[config.mk]
export PLATFORM = sky130hd
export DESIGN_NAME = uxt_top
export DESIGN_NICKNAME = d
export VERILOG_FILES = /design/src/verilog/uxt_pkg.sv /design/src/verilog/uxt_top.sv /design/src/verilog/uxt_level_cmp.sv /design/src/verilog/uxt_turnaround.sv
export SDC_FILE = /design/constraint.sdc
export NUM_CORES = 1
export LEC_CHECK = 0
export BUFFER_PORTS_ARGS = -buffer_cell sky130_fd_sc_hd__buf_4
export CAP_MARGIN = 30
export CORE_UTILIZATION = 40
export DETAILED_ROUTE_END_ITERATION = 8
export GPL_TIMING_DRIVEN = 0
export HOLD_SLACK_MARGIN = 0.12
export MAX_ROUTING_LAYER = met4
export SYNTH_ARGS = -nofsm -noshare
export SYNTH_HDL_FRONTEND = slang
export SYNTH_SLANG_ARGS = --single-unit
[constraint.sdc]
create_clock -name pclk -period 5.25 [get_ports pclk]
set_input_delay 0.525 -clock pclk [delete_from_list [all_inputs] [get_ports pclk]]
set_output_delay 0.525 -clock pclk [all_outputs]
set_load 0.05 [all_outputs]
[src/verilog/uxt_pkg.sv]
// uxt_pkg: register map, fields and reset values of the uart extended control block
// Functional notes
// tx fill below trigger raises dma/irq request
// tx trigger 0x00/0x01 means one, up to 128
// rx fill at trigger raises dma/irq request
// rx trigger uses same one-to-128 encoding
// high threshold stops remote transmitter
// low threshold restarts remote transmitter
// prescale is low nibble, reset zero
// after last bit, count down turnaround bit times
// at zero, direction pin turns to receive
// polarity bit 5 inverts direction levels
// bit 4 lets transmitter own direction pin
// bit 3 selects rts or dtr as direction pin
// bit 2 set disables transmitter
// bit 1 set disables receiver
// bit 0 selects multidrop rs-485 mode
// reserved bits ignore writes, read zero
package uxt_pkg;
    localparam logic [11:0] OFS_TX_TRIG = 12'h000;
    localparam logic [11:0] OFS_RX_TRIG = 12'h004;
    localparam logic [11:0] OFS_FLOW_HIGH = 12'h008;
    localparam logic [11:0] OFS_FLOW_LOW = 12'h00c;
    localparam logic [11:0] OFS_PRESCALE = 12'h010;
    localparam logic [11:0] OFS_TURNAROUND = 12'h014;
    localparam logic [11:0] OFS_ADV_CTRL2 = 12'h018;
    localparam logic [11:0] OFS_IRQ_STATUS = 12'h01c;
    localparam logic [11:0] OFS_IRQ_MASK = 12'h020;
    localparam logic [11:0] OFS_LINE_STATE = 12'h024;
    localparam logic [7:0] RST_BYTE = 8'h00;
    localparam logic PIN_RST = 1'b1;
    localparam int PRESCALE_W = 4;
    localparam int ADV2_W = 6;
    localparam int BIT_POLARITY = 5;
    localparam int BIT_TX_OWNS = 4;
    localparam int BIT_DTR_SEL = 3;
    localparam int BIT_TX_OFF = 2;
    localparam int BIT_RX_OFF = 1;
    localparam int BIT_MULTIDROP = 0;
    localparam int EV_W = 4;
    localparam int EV_TX = 0;
    localparam int EV_RX = 1;
    localparam int EV_FLOW = 2;
    localparam int EV_TURN = 3;
    localparam logic [7:0] LEVEL_MAX = 8'h80;

    // settings above 128 have no meaning; they clamp to the deepest level
    function automatic logic [7:0] decode_level(input logic [7:0] setting);
        if (setting == 8'h00) begin
            return 8'h01;
        end else if (setting > LEVEL_MAX) begin
            return LEVEL_MAX;
        end
        return setting;
    endfunction : decode_level
endpackage : uxt_pkg

[src/verilog/uxt_top.sv]
// uxt_top: apb register file, trigger requests and rs-485 direction control
//
// Local design decisions: the APB interface to the registers and the address map.
`timescale 1ns/10ps
module uxt_top (
    input wire logic pclk,
    input wire logic presetn,
    input wire logic psel,
    input wire logic penable,
    input wire logic pwrite,
    input wire logic [11:0] paddr,
    input wire logic [31:0] pwdata,
    output logic [31:0] prdata,
    output logic pready,
    output logic pslverr,
    input wire logic [7:0] tx_fifo_level,
    input wire logic [7:0] rx_fifo_level,
    input wire logic tx_busy,
    input wire logic bit_tick,
    input wire logic rts_modem,
    input wire logic dtr_modem,
    output logic tx_request,
    output logic rx_request,
    output logic flow_stop,
    output logic [3:0] prescale_value,
    output logic transmitter_off,
    output logic receiver_off,
    output logic multidrop_enable,
    output logic request_to_send_out,
    output logic terminal_ready_out,
    output logic irq
);
    typedef struct packed {
        logic [7:0] tx_trig;
        logic [7:0] rx_trig;
        logic [7:0] flow_high;
        logic [7:0] flow_low;
        logic [3:0] prescale;
        logic [7:0] turn_delay;
        logic [5:0] adv2;
        logic [3:0] status;
        logic [3:0] mask;
        logic [2:0] ev_prev;
        logic flow_hold;
        logic rts_pin;
        logic dtr_pin;
        logic irq;
        logic pready;
        logic pslverr;
        logic [31:0] prdata;
    } uxt_top_state_type;

    uxt_top_state_type s_r;
    uxt_top_state_type s_nxt;

    logic tx_below;
    logic rx_reached;
    logic high_reached;
    logic low_below;
    logic turn_driving;
    logic turn_done;
    logic ctrl_active;
    logic access_end;
    logic [3:0] events;
    logic [3:0] rd_clear;
    logic dir_level;
    logic [31:0] rd_word;
    logic rd_hit;

    // direction control only acts in multidrop mode with transmitter ownership
    assign ctrl_active = s_r.adv2[uxt_pkg::BIT_MULTIDROP]
        && s_r.adv2[uxt_pkg::BIT_TX_OWNS];

    uxt_level_cmp u_tx_cmp (
        .pclk(pclk),
        .presetn(presetn),
        .enable(!s_r.adv2[uxt_pkg::BIT_TX_OFF]),
        .fill(tx_fifo_level),
        .setting(s_r.tx_trig),
        .reached(),
        .below(tx_below)
    );

    uxt_level_cmp u_rx_cmp (
        .pclk(pclk),
        .presetn(presetn),
        .enable(!s_r.adv2[uxt_pkg::BIT_RX_OFF]),
        .fill(rx_fifo_level),
        .setting(s_r.rx_trig),
        .reached(rx_reached),
        .below()
    );

    uxt_level_cmp u_high_cmp (
        .pclk(pclk),
        .presetn(presetn),
        .enable(1'b1),
        .fill(rx_fifo_level),
        .setting(s_r.flow_high),
        .reached(high_reached),
        .below()
    );

    uxt_level_cmp u_low_cmp (
        .pclk(pclk),
        .presetn(presetn),
        .enable(1'b1),
        .fill(rx_fifo_level),
        .setting(s_r.flow_low),
        .reached(),
        .below(low_below)
    );

    uxt_turnaround u_turn (
        .pclk(pclk),
        .presetn(presetn),
        .active(ctrl_active),
        .tx_busy(tx_busy),
        .bit_tick(bit_tick),
        .delay(s_r.turn_delay),
        .driving(turn_driving),
        .done(turn_done)
    );

    // zero wait would need combinational prdata; one wait state keeps it a flop
    assign access_end = psel && penable && s_r.pready;

    always_comb begin
        rd_word = 32'h0000_0000;
        rd_hit = 1'b1;
        if (paddr == uxt_pkg::OFS_TX_TRIG) begin
            rd_word[7:0] = s_r.tx_trig;
        end else if (paddr == uxt_pkg::OFS_RX_TRIG) begin
            rd_word[7:0] = s_r.rx_trig;
        end else if (paddr == uxt_pkg::OFS_FLOW_HIGH) begin
            rd_word[7:0] = s_r.flow_high;
        end else if (paddr == uxt_pkg::OFS_FLOW_LOW) begin
            rd_word[7:0] = s_r.flow_low;
        end else if (paddr == uxt_pkg::OFS_PRESCALE) begin
            rd_word[3:0] = s_r.prescale;
        end else if (paddr == uxt_pkg::OFS_TURNAROUND) begin
            rd_word[7:0] = s_r.turn_delay;
        end else if (paddr == uxt_pkg::OFS_ADV_CTRL2) begin
            rd_word[5:0] = s_r.adv2;
        end else if (paddr == uxt_pkg::OFS_IRQ_STATUS) begin
            rd_word[3:0] = s_r.status;
        end else if (paddr == uxt_pkg::OFS_IRQ_MASK) begin
            rd_word[3:0] = s_r.mask;
        end else if (paddr == uxt_pkg::OFS_LINE_STATE) begin
            rd_word[3:0] = {turn_driving, s_r.flow_hold, rx_reached, tx_below};
        end else begin
            rd_hit = 1'b0;
        end
    end

    always_comb begin
        s_nxt = s_r;
        // bus handshake: pready rises in the second access cycle
        s_nxt.pready = psel && penable && !s_r.pready;
        if (s_nxt.pready) begin
            s_nxt.prdata = pwrite ? 32'h0000_0000 : rd_word;
            s_nxt.pslverr = !rd_hit;
        end else begin
            s_nxt.pslverr = 1'b0;
        end
        if (access_end && pwrite && rd_hit) begin
            if (paddr == uxt_pkg::OFS_TX_TRIG) begin
                s_nxt.tx_trig = pwdata[7:0];
            end else if (paddr == uxt_pkg::OFS_RX_TRIG) begin
                s_nxt.rx_trig = pwdata[7:0];
            end else if (paddr == uxt_pkg::OFS_FLOW_HIGH) begin
                s_nxt.flow_high = pwdata[7:0];
            end else if (paddr == uxt_pkg::OFS_FLOW_LOW) begin
                s_nxt.flow_low = pwdata[7:0];
            end else if (paddr == uxt_pkg::OFS_PRESCALE) begin
                s_nxt.prescale = pwdata[uxt_pkg::PRESCALE_W-1:0];
            end else if (paddr == uxt_pkg::OFS_TURNAROUND) begin
                s_nxt.turn_delay = pwdata[7:0];
            end else if (paddr == uxt_pkg::OFS_ADV_CTRL2) begin
                s_nxt.adv2 = pwdata[uxt_pkg::ADV2_W-1:0];
            end else if (paddr == uxt_pkg::OFS_IRQ_MASK) begin
                s_nxt.mask = pwdata[uxt_pkg::EV_W-1:0];
            end
        end
        // flow control hysteresis between the two thresholds
        if (high_reached) begin
            s_nxt.flow_hold = 1'b1;
        end else if (low_below) begin
            s_nxt.flow_hold = 1'b0;
        end
        // sticky events; a new event in the last cycle of the clearing read survives
        events = 4'h0;
        events[uxt_pkg::EV_TX] = tx_below && !s_r.ev_prev[0];
        events[uxt_pkg::EV_RX] = rx_reached && !s_r.ev_prev[1];
        events[uxt_pkg::EV_FLOW] = s_r.flow_hold && !s_r.ev_prev[2];
        events[uxt_pkg::EV_TURN] = turn_done;
        s_nxt.ev_prev = {s_r.flow_hold, rx_reached, tx_below};
        rd_clear = 4'h0;
        if (access_end && !pwrite && paddr == uxt_pkg::OFS_IRQ_STATUS) begin
            rd_clear = 4'hf;
        end
        s_nxt.status = (s_r.status & ~rd_clear) | events;
        s_nxt.irq = |(s_nxt.status & s_nxt.mask);
        // idle level is the receive level; polarity flips both levels
        dir_level = !turn_driving ^ s_r.adv2[uxt_pkg::BIT_POLARITY];
        s_nxt.rts_pin = rts_modem;
        s_nxt.dtr_pin = dtr_modem;
        if (ctrl_active) begin
            if (s_r.adv2[uxt_pkg::BIT_DTR_SEL]) begin
                s_nxt.dtr_pin = dir_level;
            end else begin
                s_nxt.rts_pin = dir_level;
            end
        end
    end

    always_ff @(posedge pclk or negedge presetn) begin
        if (!presetn) begin
            s_r <= '0;
            s_r.rts_pin <= uxt_pkg::PIN_RST;
            s_r.dtr_pin <= uxt_pkg::PIN_RST;
        end else begin
            s_r <= s_nxt;
        end
    end

    assign prdata = s_r.prdata;
    assign pready = s_r.pready;
    assign pslverr = s_r.pslverr;
    assign tx_request = tx_below;
    assign rx_request = rx_reached;
    assign flow_stop = s_r.flow_hold;
    assign prescale_value = s_r.prescale;
    assign transmitter_off = s_r.adv2[uxt_pkg::BIT_TX_OFF];
    assign receiver_off = s_r.adv2[uxt_pkg::BIT_RX_OFF];
    assign multidrop_enable = s_r.adv2[uxt_pkg::BIT_MULTIDROP];
    assign request_to_send_out = s_r.rts_pin;
    assign terminal_ready_out = s_r.dtr_pin;
    assign irq = s_r.irq;

    property p_prescale_wr;
        @(posedge pclk) disable iff (!presetn)
        (access_end && pwrite && paddr == uxt_pkg::OFS_PRESCALE)
            |=> prescale_value == $past(pwdata[3:0]);
    endproperty
    a_prescale_wr: assert property (p_prescale_wr)
        else $error("prescale must take the written low nibble");

    property p_ctrl_wr;
        @(posedge pclk) disable iff (!presetn)
        (access_end && pwrite && paddr == uxt_pkg::OFS_ADV_CTRL2)
            |=> transmitter_off == $past(pwdata[2]) && receiver_off == $past(pwdata[1]);
    endproperty
    a_ctrl_wr: assert property (p_ctrl_wr)
        else $error("disable bits must follow the control write");

    property p_rx_off;
        @(posedge pclk) disable iff (!presetn)
        receiver_off ##1 receiver_off |-> !rx_request;
    endproperty
    a_rx_off: assert property (p_rx_off)
        else $error("receiver off must silence receive requests");

    property p_dir_pin;
        @(posedge pclk) disable iff (!presetn)
        (ctrl_active && !s_r.adv2[uxt_pkg::BIT_DTR_SEL])
            |=> request_to_send_out
            == ($past(turn_driving) ~^ $past(s_r.adv2[uxt_pkg::BIT_POLARITY]));
    endproperty
    a_dir_pin: assert property (p_dir_pin)
        else $error("direction pin level disagrees with polarity");

    property p_no_control;
        @(posedge pclk) disable iff (!presetn)
        !s_r.adv2[uxt_pkg::BIT_TX_OWNS] |=> request_to_send_out == $past(rts_modem)
            && terminal_ready_out == $past(dtr_modem);
    endproperty
    a_no_control: assert property (p_no_control)
        else $error("pins must follow modem values without ownership");

    property p_flow;
        @(posedge pclk) disable iff (!presetn)
        high_reached |=> flow_stop;
    endproperty
    a_flow: assert property (p_flow)
        else $error("high threshold must raise flow stop");

    property p_reserved;
        @(posedge pclk) disable iff (!presetn)
        (s_r.pready && paddr == uxt_pkg::OFS_ADV_CTRL2 && !pwrite)
            |-> prdata[31:6] == 26'h0;
    endproperty
    a_reserved: assert property (p_reserved)
        else $error("reserved control bits must read as zero");

    property p_tx_off;
        @(posedge pclk) disable iff (!presetn)
        transmitter_off ##1 transmitter_off |-> !tx_request;
    endproperty
    a_tx_off: assert property (p_tx_off)
        else $error("tx off must silence tx requests");

    property p_tx_req;
        @(posedge pclk) disable iff (!presetn)
        (!transmitter_off && tx_fifo_level == 8'h00) |=> tx_request;
    endproperty
    a_tx_req: assert property (p_tx_req)
        else $error("empty tx fifo must request data");

    property p_rx_req;
        @(posedge pclk) disable iff (!presetn)
        (!receiver_off && rx_fifo_level >= 8'h80) |=> rx_request;
    endproperty
    a_rx_req: assert property (p_rx_req)
        else $error("full rx fifo must request service");

    property p_flow_low;
        @(posedge pclk) disable iff (!presetn)
        (!high_reached && low_below) |=> !flow_stop;
    endproperty
    a_flow_low: assert property (p_flow_low)
        else $error("low threshold must clear flow stop");

    property p_dtr_pin;
        @(posedge pclk) disable iff (!presetn)
        (ctrl_active && s_r.adv2[uxt_pkg::BIT_DTR_SEL])
            |=> terminal_ready_out
            == ($past(turn_driving) ~^ $past(s_r.adv2[uxt_pkg::BIT_POLARITY]));
    endproperty
    a_dtr_pin: assert property (p_dtr_pin)
        else $error("dtr direction level disagrees with polarity");

    property p_rts_free;
        @(posedge pclk) disable iff (!presetn)
        (ctrl_active && s_r.adv2[uxt_pkg::BIT_DTR_SEL])
            |=> request_to_send_out == $past(rts_modem);
    endproperty
    a_rts_free: assert property (p_rts_free)
        else $error("unselected rts must follow modem");

    property p_turn_event;
        @(posedge pclk) disable iff (!presetn)
        turn_done |=> s_r.status[uxt_pkg::EV_TURN];
    endproperty
    a_turn_event: assert property (p_turn_event)
        else $error("turnaround done must set its status bit");

    property p_prescale_rd;
        @(posedge pclk) disable iff (!presetn)
        (s_r.pready && paddr == uxt_pkg::OFS_PRESCALE && !pwrite)
            |-> prdata[31:4] == 28'h0;
    endproperty
    a_prescale_rd: assert property (p_prescale_rd)
        else $error("reserved prescale bits must read as zero");
endmodule : uxt_top

[src/verilog/uxt_level_cmp.sv]
// uxt_level_cmp: registered compare of a fifo fill level against a coded setting
`timescale 1ns/10ps
module uxt_level_cmp (
    input wire logic pclk,
    input wire logic presetn,
    input wire logic enable,
    input wire logic [7:0] fill,
    input wire logic [7:0] setting,
    output logic reached,
    output logic below
);
    typedef struct packed {
        logic reached;
        logic below;
    } uxt_cmp_state_type;

    uxt_cmp_state_type s_r;
    uxt_cmp_state_type s_nxt;

    always_comb begin
        s_nxt.reached = enable && (fill >= uxt_pkg::decode_level(setting));
        s_nxt.below = enable && (fill < uxt_pkg::decode_level(setting));
    end

    always_ff @(posedge pclk or negedge presetn) begin
        if (!presetn) begin
            s_r <= '0;
        end else begin
            s_r <= s_nxt;
        end
    end

    assign reached = s_r.reached;
    assign below = s_r.below;

    property p_below;
        @(posedge pclk) disable iff (!presetn)
        (enable && setting <= 8'h01 && fill == 8'h00) |=> below && !reached;
    endproperty
    a_below: assert property (p_below)
        else $error("setting of zero or one must act as level one");

    property p_reached;
        @(posedge pclk) disable iff (!presetn)
        (enable && setting == 8'h80 && fill == 8'h80) ##1 (enable && fill == 8'h7f)
            |-> reached ##1 below;
    endproperty
    a_reached: assert property (p_reached)
        else $error("setting 0x80 must act as level 128");
endmodule : uxt_level_cmp

[src/verilog/uxt_turnaround.sv]
// uxt_turnaround: direction control countdown after the last transmitted bit
`timescale 1ns/10ps
module uxt_turnaround (
    input wire logic pclk,
    input wire logic presetn,
    input wire logic active,
    input wire logic tx_busy,
    input wire logic bit_tick,
    input wire logic [7:0] delay,
    output logic driving,
    output logic done
);
    typedef enum logic [1:0] {UXT_IDLE, UXT_SEND, UXT_COUNT} uxt_turn_mode_type;
    typedef struct packed {
        uxt_turn_mode_type mode;
        logic [7:0] cnt;
        logic driving;
        logic done;
    } uxt_turn_state_type;

    uxt_turn_state_type s_r;
    uxt_turn_state_type s_nxt;

    always_comb begin
        s_nxt = s_r;
        s_nxt.done = 1'b0;
        case (s_r.mode)
            UXT_IDLE: begin
                if (active && tx_busy) begin
                    s_nxt.mode = UXT_SEND;
                end
            end
            UXT_SEND: begin
                if (!active) begin
                    s_nxt.mode = UXT_IDLE;
                end else if (!tx_busy) begin
                    s_nxt.mode = UXT_COUNT;
                    s_nxt.cnt = delay;
                end
            end
            default: begin
                // a new frame during the countdown keeps the line driven
                if (!active) begin
                    s_nxt.mode = UXT_IDLE;
                end else if (tx_busy) begin
                    s_nxt.mode = UXT_SEND;
                end else if (s_r.cnt == 8'h00) begin
                    s_nxt.mode = UXT_IDLE;
                    s_nxt.done = 1'b1;
                end else if (bit_tick) begin
                    s_nxt.cnt = s_r.cnt - 8'h01;
                end
            end
        endcase
        s_nxt.driving = (s_nxt.mode != UXT_IDLE);
    end

    always_ff @(posedge pclk or negedge presetn) begin
        if (!presetn) begin
            s_r <= '0;
        end else begin
            s_r <= s_nxt;
        end
    end

    assign driving = s_r.driving;
    assign done = s_r.done;

    property p_count_hold;
        @(posedge pclk) disable iff (!presetn)
        (s_r.mode == UXT_COUNT && active && !tx_busy && s_r.cnt != 8'h00)
            |=> s_r.cnt == $past(s_r.cnt) - {7'h00, $past(bit_tick)};
    endproperty
    a_count_hold: assert property (p_count_hold)
        else $error("turnaround count must drop by one per bit time");

    property p_release;
        @(posedge pclk) disable iff (!presetn)
        (s_r.mode == UXT_COUNT && active && !tx_busy && s_r.cnt == 8'h00)
            |=> (!driving && done) ##1 !done;
    endproperty
    a_release: assert property (p_release)
        else $error("count of zero must release the line for one pulse");
endmodule : uxt_turnaround

==> impl_metrics.py, run 1 <==
metrics = {
    "outcome": {
        "outcome": "completed",
    },
    "sta": {
        "rsz0062_at_grt": "false",
        "finalSetupViolCount": 0,
        "max_slew.worst_pin.slew_ns": 0.7256,
        "drv_slew": 0,
        "period_needed_ns": 2.798,
        "max_freq_mhz": 357.4,
        "slew_headroom": 0.5122,
        "period_share": 0.5330,
        "finalHoldViolations": 0,
        "final.setup.tns_ns": 0,
        "clock-skew-final_ns": 0.009741,
    },
    "yosys": {
        "syn_area_per_cell_um2": 10.36,
        "synthFlopType": "dfrtp_1",
        "ys_seq_area_frac": 0.4146,
        "synthCells": 531,
        "synth_seq_cells": 91,
        "synth_edf_count": 0,
        "ys_async_sr_fraction": 1.000,
        "ys_warn_count": 0,
        "synth_cell_types": 64,
        "syn_area_mm2": 0.005499,
    },
    "power_and_ir_drop": {
        "peakVddDrop_mv": 0.1420,
        "leakagePower_uw": 0.003060,
        "power_uw": 1524,
        "power.density_mw_per_mm2": 230.9,
    },
    "route": {
        "drtAntennaViolNets": 0,
        "viasPerCell": 5.610,
        "detail_route.wl_per_cell_um": 18.43,
        "drt_iter0_drc": 405,
        "drc_errors": 0,
        "wirelength_um": 14980,
        "dr.pass1.iters": 7,
        "vias": 4561,
    },
    "global_routing": {
        "grt_max_degree": 66,
        "overflow": 0,
        "grt_pass1_vias": 4360,
        "grt_pass1_wl_um": 23950,
        "antenna_found_initial": 0,
        "grt_use_total": 0.2253,
    },
    "layout": {
        "syn2layout_area_growth_pct": 20.05,
        "drive_above_1_share": 0.3077,
        "fin_nets": 733,
        "finalNonFillerCells": 813,
        "antenna_cells": 0,
    },
    "floorplanning": {
        "core_area_mm2": 0.01335,
        "io_pins": 116,
        "die_area_mm2": 0.01422,
        "die_w_um": 119.3,
        "die_h_um": 119.3,
        "placement_rows": 42,
        "start_util": 0.4120,
    },
    "clock_tree": {
        "cts_buffers": 9,
        "clk_pin_slew_worst_paths_ns": 0.06,
        "cts_tree": "yes",
        "clockBufferDepth": 2,
        "clkLatencyLatePin_ns": 0.35,
        "clockRootBuffer": "clkbuf_16",
        "postCtsSetupBuffers": 0,
        "cts.sinks": 91,
        "h-tree-depth": 3,
    },
    "worst_setup_path": {
        "path_class": "in2reg",
        "worstPathMaxFanout": 7,
        "cp.arrival_ns": 3.02,
        "critPathLaunchType": "input port",
        "cp.required_ns": 5.47,
        "crit_path_end_kind": "flip-flop",
    },
    "job": {
        "maxCapViolCount": 0,
    },
    "worst_hold_path": {
        "hold_path_class": "in2reg",
    },
    "placed_design": {
        "place_hpwl_um": 11410,
        "dp.cells": 796,
        "gp_congestion": 0.8907,
        "port_buffers": 65,
    },
}
-- cell families (layout without fill, tap and decap cells) --
family | Yosys count | after routing | share of synthesized area
muxes | 62 | 62 | 0.1299
xor gates and xnor gates | 1 | 1 | 0.001593
buffers and inverters | 65 | 148 | 0.06985
other | 1 | 24 | 0.0006819
DFF | 91 | 91 | 0.4146
and+or+nand+nor | 164 | 164 | 0.1688
AOI/OAI and AO/OA | 115 | 115 | 0.1418
adders and majority gates | 32 | 32 | 0.07281
-- routing by layer --
layer  vias to the layer above  track usage  part of all wire
li1                       2105            -                 -
met1                      2283       0.3128              0.47
met3                        18      0.03352             0.058
met4                         0      0.06566             0.016
met5                         -            -                 0
met2                       155       0.3401              0.46
-- worst max-delay path: stages --
cell,delay (ns)
buf_4,0.12
nor4_4,0.52
nand2_2,0.21
nor4b_4,0.33
nand2_2,0.22
nor4_2,0.66
mux2_2,0.42
-- synth_stat cells (9+ instances only) --
| master | n | area [um2] |
|---|---|---|
| clkbuf_1 | 11 | 41.29 |
| mux2_2 | 51 | 574.3 |
| buf_4 | 37 | 277.8 |
| dfrtp_1 | 89 | 2227 |
| inv_1 | 13 | 48.80 |
| ha_1 | 32 | 400.4 |
| a21oi_1 | 23 | 115.1 |
| o21ai_0 | 25 | 125.1 |
| a21o_1 | 9 | 67.56 |
| nand3_1 | 9 | 45.04 |
| nor2_1 | 36 | 135.1 |
| nand2_1 | 45 | 168.9 |
| nor3_1 | 12 | 60.06 |
-- cell usage in the layout, fill, tap and decap left out, types with 3 or more instances in the layout --
cell type and instances:
o211ai_1 4, clkbuf_1 12, nor3_2 4, and3_1 3
nand2_1 45, clkbuf_16 9, a22oi_1 4, mux2_2 51
o21ai_0 25, nand2b_1 8, nor4_1 7, a222oi_1 3
nor3_1 12, o311ai_0 3, nor2_1 36, a21o_1 9
a221o_1 3, mux2_4 6, dfrtp_1 89, or3_1 5
a22o_1 4, or4_1 6, nand3_1 9, a221oi_1 4
ha_1 32, inv_1 13, nor2b_1 7, a211oi_1 5
nand4_1 4, clkinvlp_4 3, o221ai_1 3, buf_4 102
o21a_1 3, mux2i_1 5, a21oi_1 23, conb_1 24
a31oi_1 8
-- what timing repair did --
item,CTS,global route
setup endpoints to repair,0,0
resized for setup,0,0
hold endpoints to repair,24,0
hold buffers,1,0
-- power by group --
| group | switching, uW | internal, uW |
|---|---|---|
| Combinational | 135 | 70.8 |
| Clock | 280 | 321 |
| Sequential | 6.89 | 710 |
-- sequential cells by signal (all words and copies together), names as in the netlist, 4 cells and up --
register        flops
s_r                54
prdata              8
u_turn.s_r         10
prescale_value      4
-- metrics by stage --
step	setup WS, ns	area [um2]	hold WS [ns]	util
final	2.452	6601	0.4157	0.4946
after global routing	2.365	6601	0.4159	0.4946
after CTS	2.456	6601	0.4110	0.4946
after detailed placement	2.108	6321	0.4088	0.4736
after global placement	2.144	6294	0.4031	0.4715
after floorplan	2.683	5585	0.2294	-
-- final timing paths --
| check | startpoint | end | slack, ns | cells past startpoint |
|---|---|---|---|---|
| min in group asynchronous | presetn | u_turn.s_r[10] | 0.65 | 2 |
| hold reg to reg | u_low_cmp.below | flow_stop | 0.42 | 1 |
| setup / recovery | paddr[11] | prescale_value[0] | 2.45 | 7 |
| max in group asynchronous | presetn | pslverr | 3.94 | 3 |
| hold / removal | dtr_modem | terminal_ready_out | 0.42 | 2 |
| setup reg to reg | u_turn.s_r[6] | u_turn.s_r[8] | 2.63 | 6 |
-- layout make-up --
| cell class | instances | area [um2] |
|---|---|---|
| buffer | 51 | 331.6 |
| clock buffer | 10 | 229.0 |
| clock inverter | 6 | 41.29 |
| fill | 1298 | 6746 |
| inverter | 14 | 52.55 |
| multi-input combinational | 398 | 2922 |
| sequential | 91 | 2280 |
| tap | 176 | 220.2 |
| timing repair buffer | 67 | 525.5 |
Note: power is estimated with default switching activity, not from simulation.
==> inputs of run 2 (changes only) <==
==> constraint.sdc (replaced) <==
create_clock -name pclk -period 2.55 [get_ports pclk]
set_input_delay 0.255 -clock pclk [delete_from_list [all_inputs] [get_ports pclk]]
set_output_delay 0.255 -clock pclk [all_outputs]
set_load 0.05 [all_outputs]
==> impl_metrics.py, run 2 (same netlist as run 1, synthesis figures left out) <==
metrics = {
    "outcome": {
        "outcome": "completed",
    },
    "power_and_ir_drop": {
        "leakagePower_uw": 0.003095,
        "peakVddDrop_mv": 0.2917,
        "power.density_mw_per_mm2": 472.0,
        "power_uw": 3135,
    },
    "floorplanning": {
        "die_h_um": 119.3,
        "core_area_mm2": 0.01335,
        "io_pins": 116,
        "start_util": 0.4120,
        "placement_rows": 42,
        "die_area_mm2": 0.01422,
        "die_w_um": 119.3,
    },
    "worst_setup_path": {
        "reg2regPathDepth": 6,
        "worstPathMaxFanout": 8,
        "rr_startpoint": "u_turn.s_r[6]",
        "path_class": "in2reg",
        "worstReg2RegEnd": "u_turn.s_r[3]",
        "cp.required_ns": 2.78,
        "crit_chain": "buf_4, nor4_4, nand2_2, nor4b_4, nand2_4, nor3_2, mux2_2",
        "cp.arrival_ns": 2.66,
        "critPathLaunchType": "input port",
        "cpPeakStageDelay_ns": 0.58,
        "crit_path_top_delay_cell": "nor3_2",
        "crit_path_end_kind": "flip-flop",
        "reg2reg_slack_ns": 0.14,
    },
    "clock_tree": {
        "clkLatencyLatePin_ns": 0.34,
        "cts_tree": "yes",
        "cts.sinks": 91,
        "clockRootBuffer": "clkbuf_16",
        "clk_pin_slew_worst_paths_ns": 0.06,
        "h-tree-depth": 3,
        "cts_buffers": 9,
        "clockBufferDepth": 2,
    },
    "global_routing": {
        "grt_pass1_vias": 4355,
        "grt_use_total": 0.2251,
        "antenna_found_initial": 0,
        "grt_max_degree": 66,
        "grt_pass1_wl_um": 23920,
        "overflow": 0,
    },
    "layout": {
        "regMostFlops": "s_r",
        "layout.cells.most_common_list": "buf_4 (104), dfrtp_1 (89), mux2_2 (51), nand2_1 (45), nor2_1 (36)",
        "largest_register_ffs": 54,
        "multi_input_area_mm2": 0.002952,
        "syn2layout_area_growth_pct": 20.80,
        "antenna_cells": 0,
        "drive_above_1_share": 0.3119,
        "finalNonFillerCells": 814,
        "seq_area_mm2": 0.002280,
        "final_core_util": 0.4977,
        "nFillCells": 1287,
        "fin_nets": 734,
        "final_common_cell": "buf_4",
    },
    "route": {
        "wirelength_um": 15000,
        "viasPerCell": 5.545,
        "drc_errors": 0,
        "drtAntennaViolNets": 0,
        "detail_route.wl_per_cell_um": 18.43,
        "drt_iter0_drc": 306,
        "vias": 4514,
        "dr.pass1.iters": 5,
    },
    "worst_hold_path": {
        "hold_path_depth": 2,
        "hold_start": "dtr_modem",
        "hold_path_end": "terminal_ready_out",
        "hold_path_class": "in2reg",
    },
    "placed_design": {
        "gp_congestion": 0.8907,
        "dp_slack_ns": -0.3220,
        "place_hpwl_um": 11410,
        "port_buffers": 65,
        "dp.cells": 796,
    },
    "sta": {
        "period_needed_ns": 2.437,
        "slew_headroom": 0.5632,
        "rsz0062_at_grt": "true",
        "fin_ws_ns": 0.1135,
        "clock-skew-final_ns": 0.01076,
        "drv_slew": 0,
        "finalSetupViolCount": 0,
        "finalHoldViolations": 0,
        "max_slew.worst_pin.slew_ns": 0.6516,
        "whs_ns": 0.1468,
        "max_freq_mhz": 410.4,
        "period_share": 0.9555,
    },
    "job": {
        "maxCapViolCount": 0,
    },
}
run 2: metal layers:
metal	vias up	GRT usage	share of wire	wire length, um
met5	-	-	0	0
met4	0	0.06566	0.016	243
met3	21	0.03352	0.050	747
met2	140	0.3401	0.46	6895
met1	2242	0.3122	0.47	7117
li1	2111	-	-	-
run 2: area by class of cell:
cell class | instances | share of cell area
tap | 176 | 0.03315
inverter | 14 | 0.007911
multi-input combinational | 398 | 0.4443
buffer | 50 | 0.04935
timing repair buffer | 69 | 0.08137
clock buffer | 10 | 0.03447
sequential | 91 | 0.3432
clock inverter | 6 | 0.006216
run 2: power by group:
| group | leakage, uW | internal (uW) | total, uW | switching [uW] |
|---|---|---|---|---|
| Clock | 0.000125 | 661 | 1230 | 572 |
| Sequential | 0.00121 | 1460 | 1480 | 14.1 |
| Combinational | 0.00176 | 146 | 427 | 280 |
run 2: worst max-delay path by stage:
stage / startpoint / end / slack (ns) / depth (start not counted)
final: paddr[8] / s_r[57] / 0.11 / 7
after CTS: paddr[11] / prescale_value[0] / 0.03 / 7
after global placement: paddr[11] / prescale_value[2] / -0.29 / 7
after detailed placement: paddr[11] / prescale_value[0] / -0.32 / 7
after floorplan: paddr[11] / multidrop_enable / 0.25 / 7
after global routing: u_turn.s_r[6] / u_turn.s_r[3] / -0.01 / 6
run 2: through the flow:
stage	TNS (ns)	cell area, um2
3_5_place_dp	-11.49	6321
3_3_place_gp	-9.898	6294
6_report	0	6643
5_1_grt	-0.01399	6643
4_1_cts	0	6598
2_1_floorplan	0	5585
run 2: worst max-delay path: cells and delay by family:
kind          cells  cell delay, ns
buf+inv           1            0.12
mux               1            0.41
simple gates      5            1.88
run 2: repair_timing:
action	in CTS	in global routing
endpoints found under the setup margin	8	46
pin swaps	0	2
buffers inserted	0	2
hold endpoints to repair	24	0
hold buffers	1	0
resized for setup	0	5
